===== config.mk =====
export PLATFORM = sky130hd
export DESIGN_NAME = dual_timer_pwm
export DESIGN_NICKNAME = d
export VERILOG_FILES = /design/src/verilog/dual_timer_pwm_pkg.sv /design/src/verilog/dual_timer_pwm.sv
export VERILOG_INCLUDE_DIRS = /design/src /design/src/verilog
export SDC_FILE = /design/constraint.sdc
export NUM_CORES = 2
export LEC_CHECK = 0
export BUFFER_PORTS_ARGS = -buffer_cell sky130_fd_sc_hd__buf_2
export CORE_MARGIN = 2
export CORE_UTILIZATION = 40
export DETAILED_ROUTE_END_ITERATION = 12
export PLACE_DENSITY = 0.65
export SYNTH_ARGS = -nofsm -noshare
export SYNTH_HDL_FRONTEND = slang
export SYNTH_SLANG_ARGS = --single-unit
export TNS_END_PERCENT = 50

===== constraint.sdc =====
create_clock -name i_clock -period 3.5 [get_ports i_clock]
set_clock_uncertainty 0.15 [all_clocks]
set_input_delay 0.175 -clock i_clock [delete_from_list [all_inputs] [get_ports i_clock]]
set_output_delay 0.175 -clock i_clock [all_outputs]
set_load 0.03 [all_outputs]

===== src/verilog/dual_timer_pwm_defines.svh =====
// Register offsets, field codes and reset values of the dual timer block.
// Assumes a 9-bit byte address on the register bus.
`ifndef DUAL_TIMER_PWM_DEFINES_SVH
`define DUAL_TIMER_PWM_DEFINES_SVH
`define DTP_ADDR_W 9
`define DTP_GLOBAL_BIT 8
`define DTP_UNIT_BIT 7
`define DTP_CTRL_OFS 7'h00
`define DTP_COUNT_OFS 7'h04
`define DTP_MOD_OFS 7'h08
`define DTP_CH_FIRST 4'h2
`define DTP_STAT_OFS 9'h100
`define DTP_MASK_OFS 9'h104
`define DTP_IRQ_SPAN 8
`define DTP_TOF_BIT 7
`define DTP_MOD_RST 16'hffff
`define DTP_SRC_BUS 2'h0
`define DTP_SRC_FIXED 2'h1
`define DTP_SRC_EXT 2'h2
`define DTP_MODE_CAPT 2'h1
`define DTP_MODE_CMP 2'h2
`define DTP_MODE_PWM 2'h3
`define DTP_EDGE_RISE 2'h1
`define DTP_EDGE_FALL 2'h2
`define DTP_EDGE_BOTH 2'h3
`define DTP_ACT_TOGGLE 2'h1
`define DTP_ACT_CLEAR 2'h2
`define DTP_ACT_SET 2'h3
`define DTP_FIXED_DIV 2
`endif


===== src/verilog/dual_timer_pwm_pkg.sv =====
// Types shared by the dual timer block.
// Field order of each register struct matches its register bit layout.
package dual_timer_pwm_pkg;
    typedef struct packed {
        logic enable;
        logic center;
        logic [1:0] clk_sel;
        logic [2:0] prescale;
    } unit_ctrl_s;
    typedef struct packed {
        logic low_true;
        logic [1:0] edge_act;
        logic [1:0] mode;
    } chan_cfg_s;
    typedef struct packed {
        logic rise;
        logic fall;
    } edge_s;
endpackage


===== src/verilog/dual_timer_pwm.sv =====
// Two timer units with capture, compare and PWM channels, Avalon-MM slave.
// Assumes pins and clock inputs are asynchronous; GPIO drives the idle pins.
//
// The Avalon-MM interface to the registers and the placing of the registers were left to the implementer.
`timescale 1ns/10ps
`include "dual_timer_pwm_defines.svh"
module dual_timer_pwm
    import dual_timer_pwm_pkg::*;
#(
    parameter int CH_U0 = 5,
    parameter int CH_U1 = 3,
    parameter int PINS_U0 = 4,
    parameter int PINS_U1 = 1
)
(
    input wire logic i_clock,
    input wire logic i_sys_rst,
    input wire logic [8:0] i_avs_address,
    input wire logic i_avs_read,
    input wire logic i_avs_write,
    input wire logic [31:0] i_avs_writedata,
    input wire logic [3:0] i_avs_byteenable,
    output logic [31:0] o_avs_readdata,
    output logic o_avs_waitrequest,
    input wire logic i_ext_ref_clk,
    input wire logic i_bypassed_external_mode,
    input wire logic [1:0] i_ext_clk_pin,
    input wire logic [4:0] i_pin_in,
    output logic [4:0] o_pin_out,
    output logic [4:0] o_pin_oe_n,
    input wire logic [4:0] i_gpio_out,
    input wire logic [4:0] i_gpio_oe_n,
    output logic o_irq
);
    localparam int NSYNC = 8;
    localparam int NPIN = PINS_U0 + PINS_U1;
    function automatic logic [15:0] merge16(input logic [15:0] old,
        input logic [15:0] wd, input logic [1:0] be);
        merge16 = {be[1] ? wd[15:8] : old[15:8], be[0] ? wd[7:0] : old[7:0]};
    endfunction
    // Three-flop synchronisers; a change counts once stages two and three agree
    logic [NSYNC-1:0] sync_a_r;
    logic [NSYNC-1:0] sync_b_r;
    logic [NSYNC-1:0] sync_c_r;
    logic [NSYNC-1:0] stable_r;
    wire [NSYNC-1:0] async_in = {i_pin_in, i_ext_clk_pin, i_ext_ref_clk};
    wire [NSYNC-1:0] agree = ~(sync_b_r ^ sync_c_r);
    wire [NSYNC-1:0] rise_ev = agree & sync_c_r & ~stable_r;
    wire [NSYNC-1:0] fall_ev = agree & ~sync_c_r & stable_r;

    always_ff @(posedge i_clock)
    begin
        if (i_sys_rst)
        begin
            sync_a_r <= '0;
            sync_b_r <= '0;
            sync_c_r <= '0;
            stable_r <= '0;
        end
        else
        begin
            sync_a_r <= async_in;
            sync_b_r <= sync_a_r;
            sync_c_r <= sync_b_r;
            stable_r <= (agree & sync_c_r) | (~agree & stable_r);
        end
    end

    // Fixed clock: every second reference rise, or every cycle when bypassed
    logic ref_half_r;
    always_ff @(posedge i_clock)
    begin
        if (i_sys_rst)
            ref_half_r <= 1'b0;
        else if (rise_ev[0])
            ref_half_r <= ~ref_half_r;
    end
    wire fixed_tick = i_bypassed_external_mode | (rise_ev[0] & ref_half_r);

    // Avalon slave: one wait cycle, read data registered in it
    logic ack_r;
    wire req = i_avs_read | i_avs_write;
    wire wr_fire = i_avs_write & ack_r;
    wire wr_glob = wr_fire & i_avs_address[`DTP_GLOBAL_BIT];
    wire [6:0] uofs = i_avs_address[6:0];
    wire [15:0] wd_low = i_avs_writedata[15:0];
    wire [1:0] be_low = i_avs_byteenable[1:0];
    assign o_avs_waitrequest = req & ~ack_r;
    logic [15:0] stat_r;
    logic [15:0] mask_r;
    logic [15:0] irq_ev;
    logic [31:0] unit_rd [2];
    logic [4:0] pin_drv;
    logic [4:0] pin_val;
    wire sel_stat = i_avs_address == `DTP_STAT_OFS;
    wire sel_mask = i_avs_address == `DTP_MASK_OFS;
    wire [15:0] stat_clr = (wr_glob && sel_stat) ?
        (wd_low & {{8{be_low[1]}}, {8{be_low[0]}}}) : 16'h0000;
    wire [31:0] glob_rd = sel_stat ? {16'h0000, stat_r} :
        (sel_mask ? {16'h0000, mask_r} : 32'h0000_0000);
    wire [31:0] rd_mux = i_avs_address[`DTP_GLOBAL_BIT] ? glob_rd :
        unit_rd[i_avs_address[`DTP_UNIT_BIT]];
    always_ff @(posedge i_clock)
    begin
        if (i_sys_rst)
        begin
            ack_r <= 1'b0;
            o_avs_readdata <= 32'h0000_0000;
            stat_r <= 16'h0000;
            mask_r <= 16'h0000;
        end
        else
        begin
            ack_r <= req & ~ack_r;
            o_avs_readdata <= (i_avs_read & ~ack_r) ? rd_mux : o_avs_readdata;
            // New events win over a clear in the same cycle
            stat_r <= (stat_r & ~stat_clr) | irq_ev;
            if (wr_glob && sel_mask)
                mask_r <= merge16(mask_r, wd_low, be_low);
        end
    end
    assign o_irq = |(stat_r & mask_r);
    // GPIO keeps any pin the timer is not driving
    assign o_pin_out = (pin_drv & pin_val) | (~pin_drv & i_gpio_out);
    assign o_pin_oe_n = ~pin_drv & i_gpio_oe_n;
    for (genvar u = 0; u < 2; u++)
    begin : g_unit
        localparam int NCH = (u == 0) ? CH_U0 : CH_U1;
        localparam int NP = (u == 0) ? PINS_U0 : PINS_U1;
        localparam int PBASE = (u == 0) ? 0 : PINS_U0;
        unit_ctrl_s ctrl_r;
        logic [15:0] cnt_r;
        logic [15:0] mod_r;
        logic [15:0] mod_buf_r;
        logic down_r;
        logic [6:0] presc_r;
        logic [4:0] cfg_w [8];
        logic [15:0] val_w [8];
        wire wr_unit = wr_fire & ~i_avs_address[`DTP_GLOBAL_BIT] &
            (i_avs_address[`DTP_UNIT_BIT] == 1'(u));
        wire [3:0] ch_idx = uofs[6:3] - `DTP_CH_FIRST;
        wire ch_hit = (uofs[6:3] >= `DTP_CH_FIRST) && (ch_idx < 4'(NCH));
        wire src_tick = (ctrl_r.clk_sel == `DTP_SRC_BUS) ? 1'b1 :
            (ctrl_r.clk_sel == `DTP_SRC_FIXED) ? fixed_tick :
            (ctrl_r.clk_sel == `DTP_SRC_EXT) ? rise_ev[1+u] : 1'b0;
        wire [7:0] tap = 8'h01 << ctrl_r.prescale;
        wire [6:0] tap_mask = 7'(tap - 8'h01);
        wire cnt_tick = ctrl_r.enable & src_tick &
            ((presc_r & tap_mask) == tap_mask);
        wire at_top = cnt_r >= mod_r;
        wire at_zero = cnt_r == 16'h0000;
        wire load = ~ctrl_r.enable | (cnt_tick & at_top & ~down_r);
        logic [15:0] cnt_nxt;
        logic down_nxt;
        // Up-count wraps at the modulus; center mode reverses at both ends
        always_comb
        begin
            cnt_nxt = cnt_r;
            down_nxt = down_r;
            if (!ctrl_r.center)
            begin
                cnt_nxt = at_top ? 16'h0000 : 16'(cnt_r + 16'h0001);
                down_nxt = 1'b0;
            end
            else if (down_r)
            begin
                cnt_nxt = at_zero ? 16'(cnt_r + 16'h0001) :
                    16'(cnt_r - 16'h0001);
                down_nxt = ~at_zero;
            end
            else if (at_top)
            begin
                cnt_nxt = at_zero ? cnt_r : 16'(cnt_r - 16'h0001);
                down_nxt = ~at_zero;
            end
            else
                cnt_nxt = 16'(cnt_r + 16'h0001);
        end
        wire wr_ctrl = wr_unit && uofs == `DTP_CTRL_OFS;
        wire wr_cnt = wr_unit && uofs == `DTP_COUNT_OFS;
        wire wr_mod = wr_unit && uofs == `DTP_MOD_OFS;
        always_ff @(posedge i_clock)
        begin
            if (i_sys_rst)
            begin
                ctrl_r <= '0;
                cnt_r <= 16'h0000;
                mod_r <= `DTP_MOD_RST;
                mod_buf_r <= `DTP_MOD_RST;
                down_r <= 1'b0;
                presc_r <= 7'h00;
            end
            else
            begin
                if (wr_ctrl && be_low[0])
                    ctrl_r <= unit_ctrl_s'(wd_low[6:0]);
                if (wr_mod)
                    mod_buf_r <= merge16(mod_buf_r, wd_low, be_low);
                if (load)
                    mod_r <= mod_buf_r;
                // Any write to the count restarts counter and prescaler
                if (wr_cnt)
                begin
                    cnt_r <= 16'h0000;
                    down_r <= 1'b0;
                    presc_r <= 7'h00;
                end
                else
                begin
                    if (src_tick && ctrl_r.enable)
                        presc_r <= 7'(presc_r + 7'h01);
                    if (cnt_tick)
                    begin
                        cnt_r <= cnt_nxt;
                        down_r <= down_nxt;
                    end
                end
            end
        end
        assign irq_ev[u*`DTP_IRQ_SPAN+`DTP_TOF_BIT] =
            cnt_tick & at_top & ~down_r;

        for (genvar c = 0; c < `DTP_TOF_BIT; c++)
        begin : g_ch
            if (c < NCH)
            begin : g_on
                chan_cfg_s cfg_r;
                logic [15:0] val_r;
                logic [15:0] buf_r;
                logic out_r;
                edge_s pin_e;
                wire wr_ch = wr_unit && ch_hit && ch_idx == 4'(c);
                wire wr_cfg = wr_ch && !uofs[2] && be_low[0];
                wire wr_val = wr_ch && uofs[2];
                wire is_pwm = ctrl_r.center | cfg_r.mode == `DTP_MODE_PWM;
                wire is_cmp = ~ctrl_r.center & cfg_r.mode == `DTP_MODE_CMP;
                wire is_cap = ~ctrl_r.center & cfg_r.mode == `DTP_MODE_CAPT;
                wire [1:0] ea = cfg_r.edge_act;
                wire cap_ev = is_cap &
                    ((pin_e.rise & (ea == `DTP_EDGE_RISE ||
                    ea == `DTP_EDGE_BOTH)) |
                    (pin_e.fall & (ea == `DTP_EDGE_FALL ||
                    ea == `DTP_EDGE_BOTH)));
                wire match = cnt_tick & (cnt_r == val_r);
                wire [15:0] wr_word = merge16(buf_r, wd_low, be_low);
                if (c < NP)
                begin : g_pin
                    assign pin_e = '{rise: rise_ev[3+PBASE+c],
                        fall: fall_ev[3+PBASE+c]};
                    assign pin_drv[PBASE+c] = is_pwm | is_cmp;
                    assign pin_val[PBASE+c] = out_r;
                end
                else
                begin : g_nopin
                    // Internal-only channels see no pin and never capture
                    assign pin_e = '{rise: 1'b0, fall: 1'b0};
                end
                always_ff @(posedge i_clock)
                begin
                    if (i_sys_rst)
                    begin
                        cfg_r <= '0;
                        val_r <= 16'h0000;
                        buf_r <= 16'h0000;
                        out_r <= 1'b0;
                    end
                    else
                    begin
                        if (wr_cfg)
                            cfg_r <= chan_cfg_s'(wd_low[4:0]);
                        if (wr_val)
                            buf_r <= wr_word;
                        // Capture beats a same-cycle software write
                        if (cap_ev)
                            val_r <= cnt_r;
                        else if (wr_val && !is_pwm)
                            val_r <= wr_word;
                        else if (is_pwm && load)
                            val_r <= buf_r;
                        if (is_pwm)
                            out_r <= (cnt_r < val_r) ^ cfg_r.low_true;
                        else if (is_cmp && match)
                        begin
                            if (ea == `DTP_ACT_TOGGLE)
                                out_r <= ~out_r;
                            else if (ea == `DTP_ACT_CLEAR)
                                out_r <= 1'b0;
                            else if (ea == `DTP_ACT_SET)
                                out_r <= 1'b1;
                        end
                    end
                end
                assign irq_ev[u*`DTP_IRQ_SPAN+c] =
                    cap_ev | ((is_cmp | is_pwm) & match);
                assign cfg_w[c] = cfg_r;
                assign val_w[c] = val_r;
            end
            else
            begin : g_off
                assign irq_ev[u*`DTP_IRQ_SPAN+c] = 1'b0;
                assign cfg_w[c] = 5'h00;
                assign val_w[c] = 16'h0000;
            end
        end
        assign cfg_w[`DTP_TOF_BIT] = 5'h00;
        assign val_w[`DTP_TOF_BIT] = 16'h0000;

        wire [15:0] ch_rd = uofs[2] ? val_w[ch_idx[2:0]] :
            {11'h000, cfg_w[ch_idx[2:0]]};
        assign unit_rd[u] = (uofs == `DTP_CTRL_OFS) ? {25'h0, ctrl_r} :
            (uofs == `DTP_COUNT_OFS) ? {16'h0000, cnt_r} :
            (uofs == `DTP_MOD_OFS) ? {16'h0000, mod_buf_r} :
            ch_hit ? {16'h0000, ch_rd} : 32'h0000_0000;
    end
    // Pins beyond the pinned channels stay with GPIO
    for (genvar p = NPIN; p < 5; p++)
    begin : g_spare
        assign pin_drv[p] = 1'b0;
        assign pin_val[p] = 1'b0;
    end
endmodule


==> results.py <==
metrics = {
    "run_status": {
        "status": "complete, no violations",
    },
    "clock_network": {
        "cts_tree": "done",
        "cts_buffers": 55,
        "clk_pin_slew_ps": 60,
        "postCtsSetupBuffers": 0,
        "cts_max_level": 2,
        "cts_sinks": 509,
        "clk_latency_ps": 630,
        "root_buffer": "clkbuf_16",
        "clock_tree.buffer_depth": 3,
    },
    "floorplanning": {
        "io_pins": 112,
        "die_h_um": 279,
        "rows": 100,
        "start_util": 0.405,
        "core_um2": 74600,
        "dieArea_um2": 77800,
        "die_width_um": 279,
    },
    "hold_path": {
        "hp-class": "in -> reg",
        "min_path_cells": 3,
        "min_to": "o_avs_readdata[5]$_SDFFE_PP0P_",
        "min-delay-start": "i_avs_address[7]",
    },
    "synth": {
        "synthCells": 3698,
        "synth_area_um2": 30200,
        "ys_seq_elements": 509,
        "postSynthAreaPerCell_um2": 8.17,
        "yosys_warnings": 0,
        "ys.flop_type": "dfxtp_1",
        "seq_area_frac_synth": 0.337,
        "yosysUniqueCellTypes": 97,
        "async_flop_share": 0,
        "synth-edff-count": 0,
    },
    "layout": {
        "drive_above_1_share": 0.132,
        "stdcell_count": 4770,
        "fill_cells": 7358,
        "final_cell_mix": "509 x dfxtp_1, 474 x nand2_1, 293 x nor2_1",
        "nets": 3960,
        "layout_commonest_cell": "dfxtp_1",
        "fin_util": 0.461,
        "area_growth_pct": 13.6,
    },
    "timing": {
        "min_period_ps": 3350,
        "max_slew_margin": 0.176,
        "hold_viol": 0,
        "slew_viol_final": 0,
        "finalCritPeriodShare": 0.958,
        "max_freq_ghz": 0.298,
        "setup_viol": 0,
        "rsz0062_at_grt": "no",
        "worstMarginPinSlew_ps": 1230,
    },
    "job": {
        "maxCapViolCount": 0,
    },
    "setup_path": {
        "crit_arrival_ps": 3670,
        "crit_type": "reg -> reg",
        "critPathRequiredTime_ps": 3820,
        "r2r_end": "g_unit[0].g_ch[2].g_on.out_r$_SDFFE_PP0P_",
        "reg2reg_from": "g_unit[0].cnt_r[9]$_SDFFE_PP0P_",
        "r2r.worst_path.cells": 9,
        "endpoint_kind": "flip-flop",
        "rrSetupSlack_ps": 150,
        "critPathLaunchType": "flip-flop",
        "path_max_fanout": 14,
    },
    "route": {
        "vias_per_cell": 6.23,
        "ant_nets": 0,
        "firstDrtPassIters": 6,
        "route.detailed.wl_per_inst_um": 23.8,
        "first_iter_violations": 3533,
        "totalWireLength_um": 114000,
        "num_vias": 29700,
        "drc": 0,
    },
    "global_routing": {
        "grt_pass1_vias": 27200,
        "grt_overflow": 0,
        "grtUsageTotal": 0.285,
        "grt_max_degree": 113,
        "grt_pass1_wl_um": 172000,
        "grt_antenna_before_repair": 7,
    },
    "power_and_ir_drop": {
        "swShare": 0.248,
        "p_leak_nw": 13.2,
        "p_comb_frac": 0.071,
        "clock_power_share": 0.475,
        "seq_power_share": 0.454,
        "p_int_w": 0.00967,
        "peakVddDrop_v": 0.000337,
        "powerDensity_nw_per_um2": 374,
        "p_sw_w": 0.00319,
    },
    "place": {
        "dpl.hpwl_um": 81100,
        "gp_congestion": 0.963,
        "dp_cells": 4636,
        "port_buffers": 77,
    },
}
## area by class of cell
cell class	count	area [um^2]	share of cell area
antenna	1	2.50	0.0000729
clock buffer	87	1700	0.0495
clock inverter	13	168	0.00488
inverter	160	602	0.0175
multi-input combinational	2725	18200	0.530
sequential	509	10200	0.297
tap	969	1210	0.0353
timing repair buffer	306	2260	0.0658
## flip-flops by register name (all words and copies together) (netlist names), named ones only
register	cells
o_avs_readdata	16
g_unit.presc_r	14
g_unit.cnt_r	32
g_unit.ctrl_r	14
g_unit.down_r	2
ack_r	1
ref_half_r	1
g_unit.mod_buf_r	32
g_unit.g_ch.g_on.out_r	5
mask_r	16
g_unit.g_ch.g_on.val_r	128
g_unit.g_ch.g_on.ea	16
stat_r	16
sync_c_r	8
g_unit.mod_r	32
g_unit.cfg_w	24
g_unit.g_ch.g_on.buf_r	128
sync_b_r	8
sync_a_r	8
## worst max-delay path by stage
| stage | start | endpoint | slack (ps) | cells after the start |
|---|---|---|---|---|
| 6_report | g_unit[0].cnt_r[9]$_SDFFE_PP0P_ | g_unit[0].g_ch[2].g_on.out_r$_SDFFE_PP0P_ | 150 | 9 |
| 5_1_grt | g_unit[0].cnt_r[12]$_SDFFE_PP0P_ | g_unit[0].g_ch[2].g_on.out_r$_SDFFE_PP0P_ | 70 | 9 |
| 4_1_cts | g_unit[0].cnt_r[9]$_SDFFE_PP0P_ | g_unit[0].g_ch[2].g_on.out_r$_SDFFE_PP0P_ | 210 | 9 |
| 3_5_place_dp | g_unit[0].cnt_r[13]$_SDFFE_PP0P_ | g_unit[0].g_ch[2].g_on.out_r$_SDFFE_PP0P_ | -1 | 9 |
| 3_3_place_gp | g_unit[0].cnt_r[9]$_SDFFE_PP0P_ | g_unit[0].g_ch[2].g_on.out_r$_SDFFE_PP0P_ | 30 | 9 |
| 2_1_floorplan | i_avs_address[4] | g_unit[0].g_ch[0].g_on.val_r[1]$_SDFFE_PP0P_ | 490 | 13 |
## metrics by stage
stage / worst slack, ps / setup TNS [ps] / total power, W / instance area (um^2) / hold WS (ps)
floorplan: 495 / 0 / 0.00648 / 30300 / 153
global placement: 33.4 / 0 / 0.00681 / 32100 / 235
detailed placement: -0.957 / -0.957 / 0.00682 / 32100 / 242
CTS: 206 / 0 / 0.0129 / 34300 / 31.0
global route: 73.3 / 0 / 0.0132 / 34300 / 88.4
finish: 149 / 0 / 0.0129 / 34300 / 58.6
## cells in the mapped netlist (all sizes together), types with 42 or more instances
cell | instances | area share
a21oi | 280 | 0.046
nor3 | 47 | 0.0095
a221oi | 49 | 0.014
a31oi | 58 | 0.012
mux2i | 211 | 0.070
nor2 | 298 | 0.037
a211oi | 56 | 0.014
clkbuf | 236 | 0.029
o211ai | 100 | 0.025
buf | 83 | 0.015
nand2 | 474 | 0.059
o21ai | 145 | 0.025
dfxtp | 509 | 0.34
nand3 | 151 | 0.025
o221a | 42 | 0.016
inv | 159 | 0.020
ha | 135 | 0.056
nand4 | 52 | 0.011
## metal layers
metal	wire (um)	vias to the layer above	GRT usage
met1	47500	14100	0.396
li1	-	13600	-
met2	48000	1707	0.423
met4	5100	8	0.127
met5	57	-	0
met3	12900	289	0.0596
## cells by family (layout without fill, tap and decap cells)
logic type      Yosys count  after routing  share of synthesized area
buf+inv                 479            566                     0.0645
xor+xnor                 75             75                     0.0224
compound gates         1015           1015                      0.234
simple gates           1228           1228                      0.191
fa+ha+maj               135            135                     0.0559
mux                     256            256                     0.0956
flops                   509            509                      0.337
other cells               1             17                   0.000124
## power by group through the flow
stage	Clock (W)	Sequential [W]	Combinational, W
detailed placement	0	0.00597	0.000847
finish	0.00611	0.00584	0.000910
CTS	0.00614	0.00584	0.000881
global route	0.00637	0.00584	0.000946
global placement	0	0.00597	0.000844
floorplan	0	0.00599	0.000493
## critical path, cell delays in order, from the launching register on
cell and delay, ps:
dfxtp_1 330, buf_4 230, ha_1 330, nand3_1 90
or4_1 630, nor4_2 510, nand3_1 310, o21bai_1 240
a221oi_1 270, a311oi_1 80
## repair_timing
| action | CTS | global route |
|---|---|---|
| endpoints found under the hold margin | 205 | 0 |
| gates resized for setup | 1 | 0 |
| hold buffers | 33 | 0 |
| setup endpoints to repair | 1 | 0 |
(Power assumes the default switching activity.)
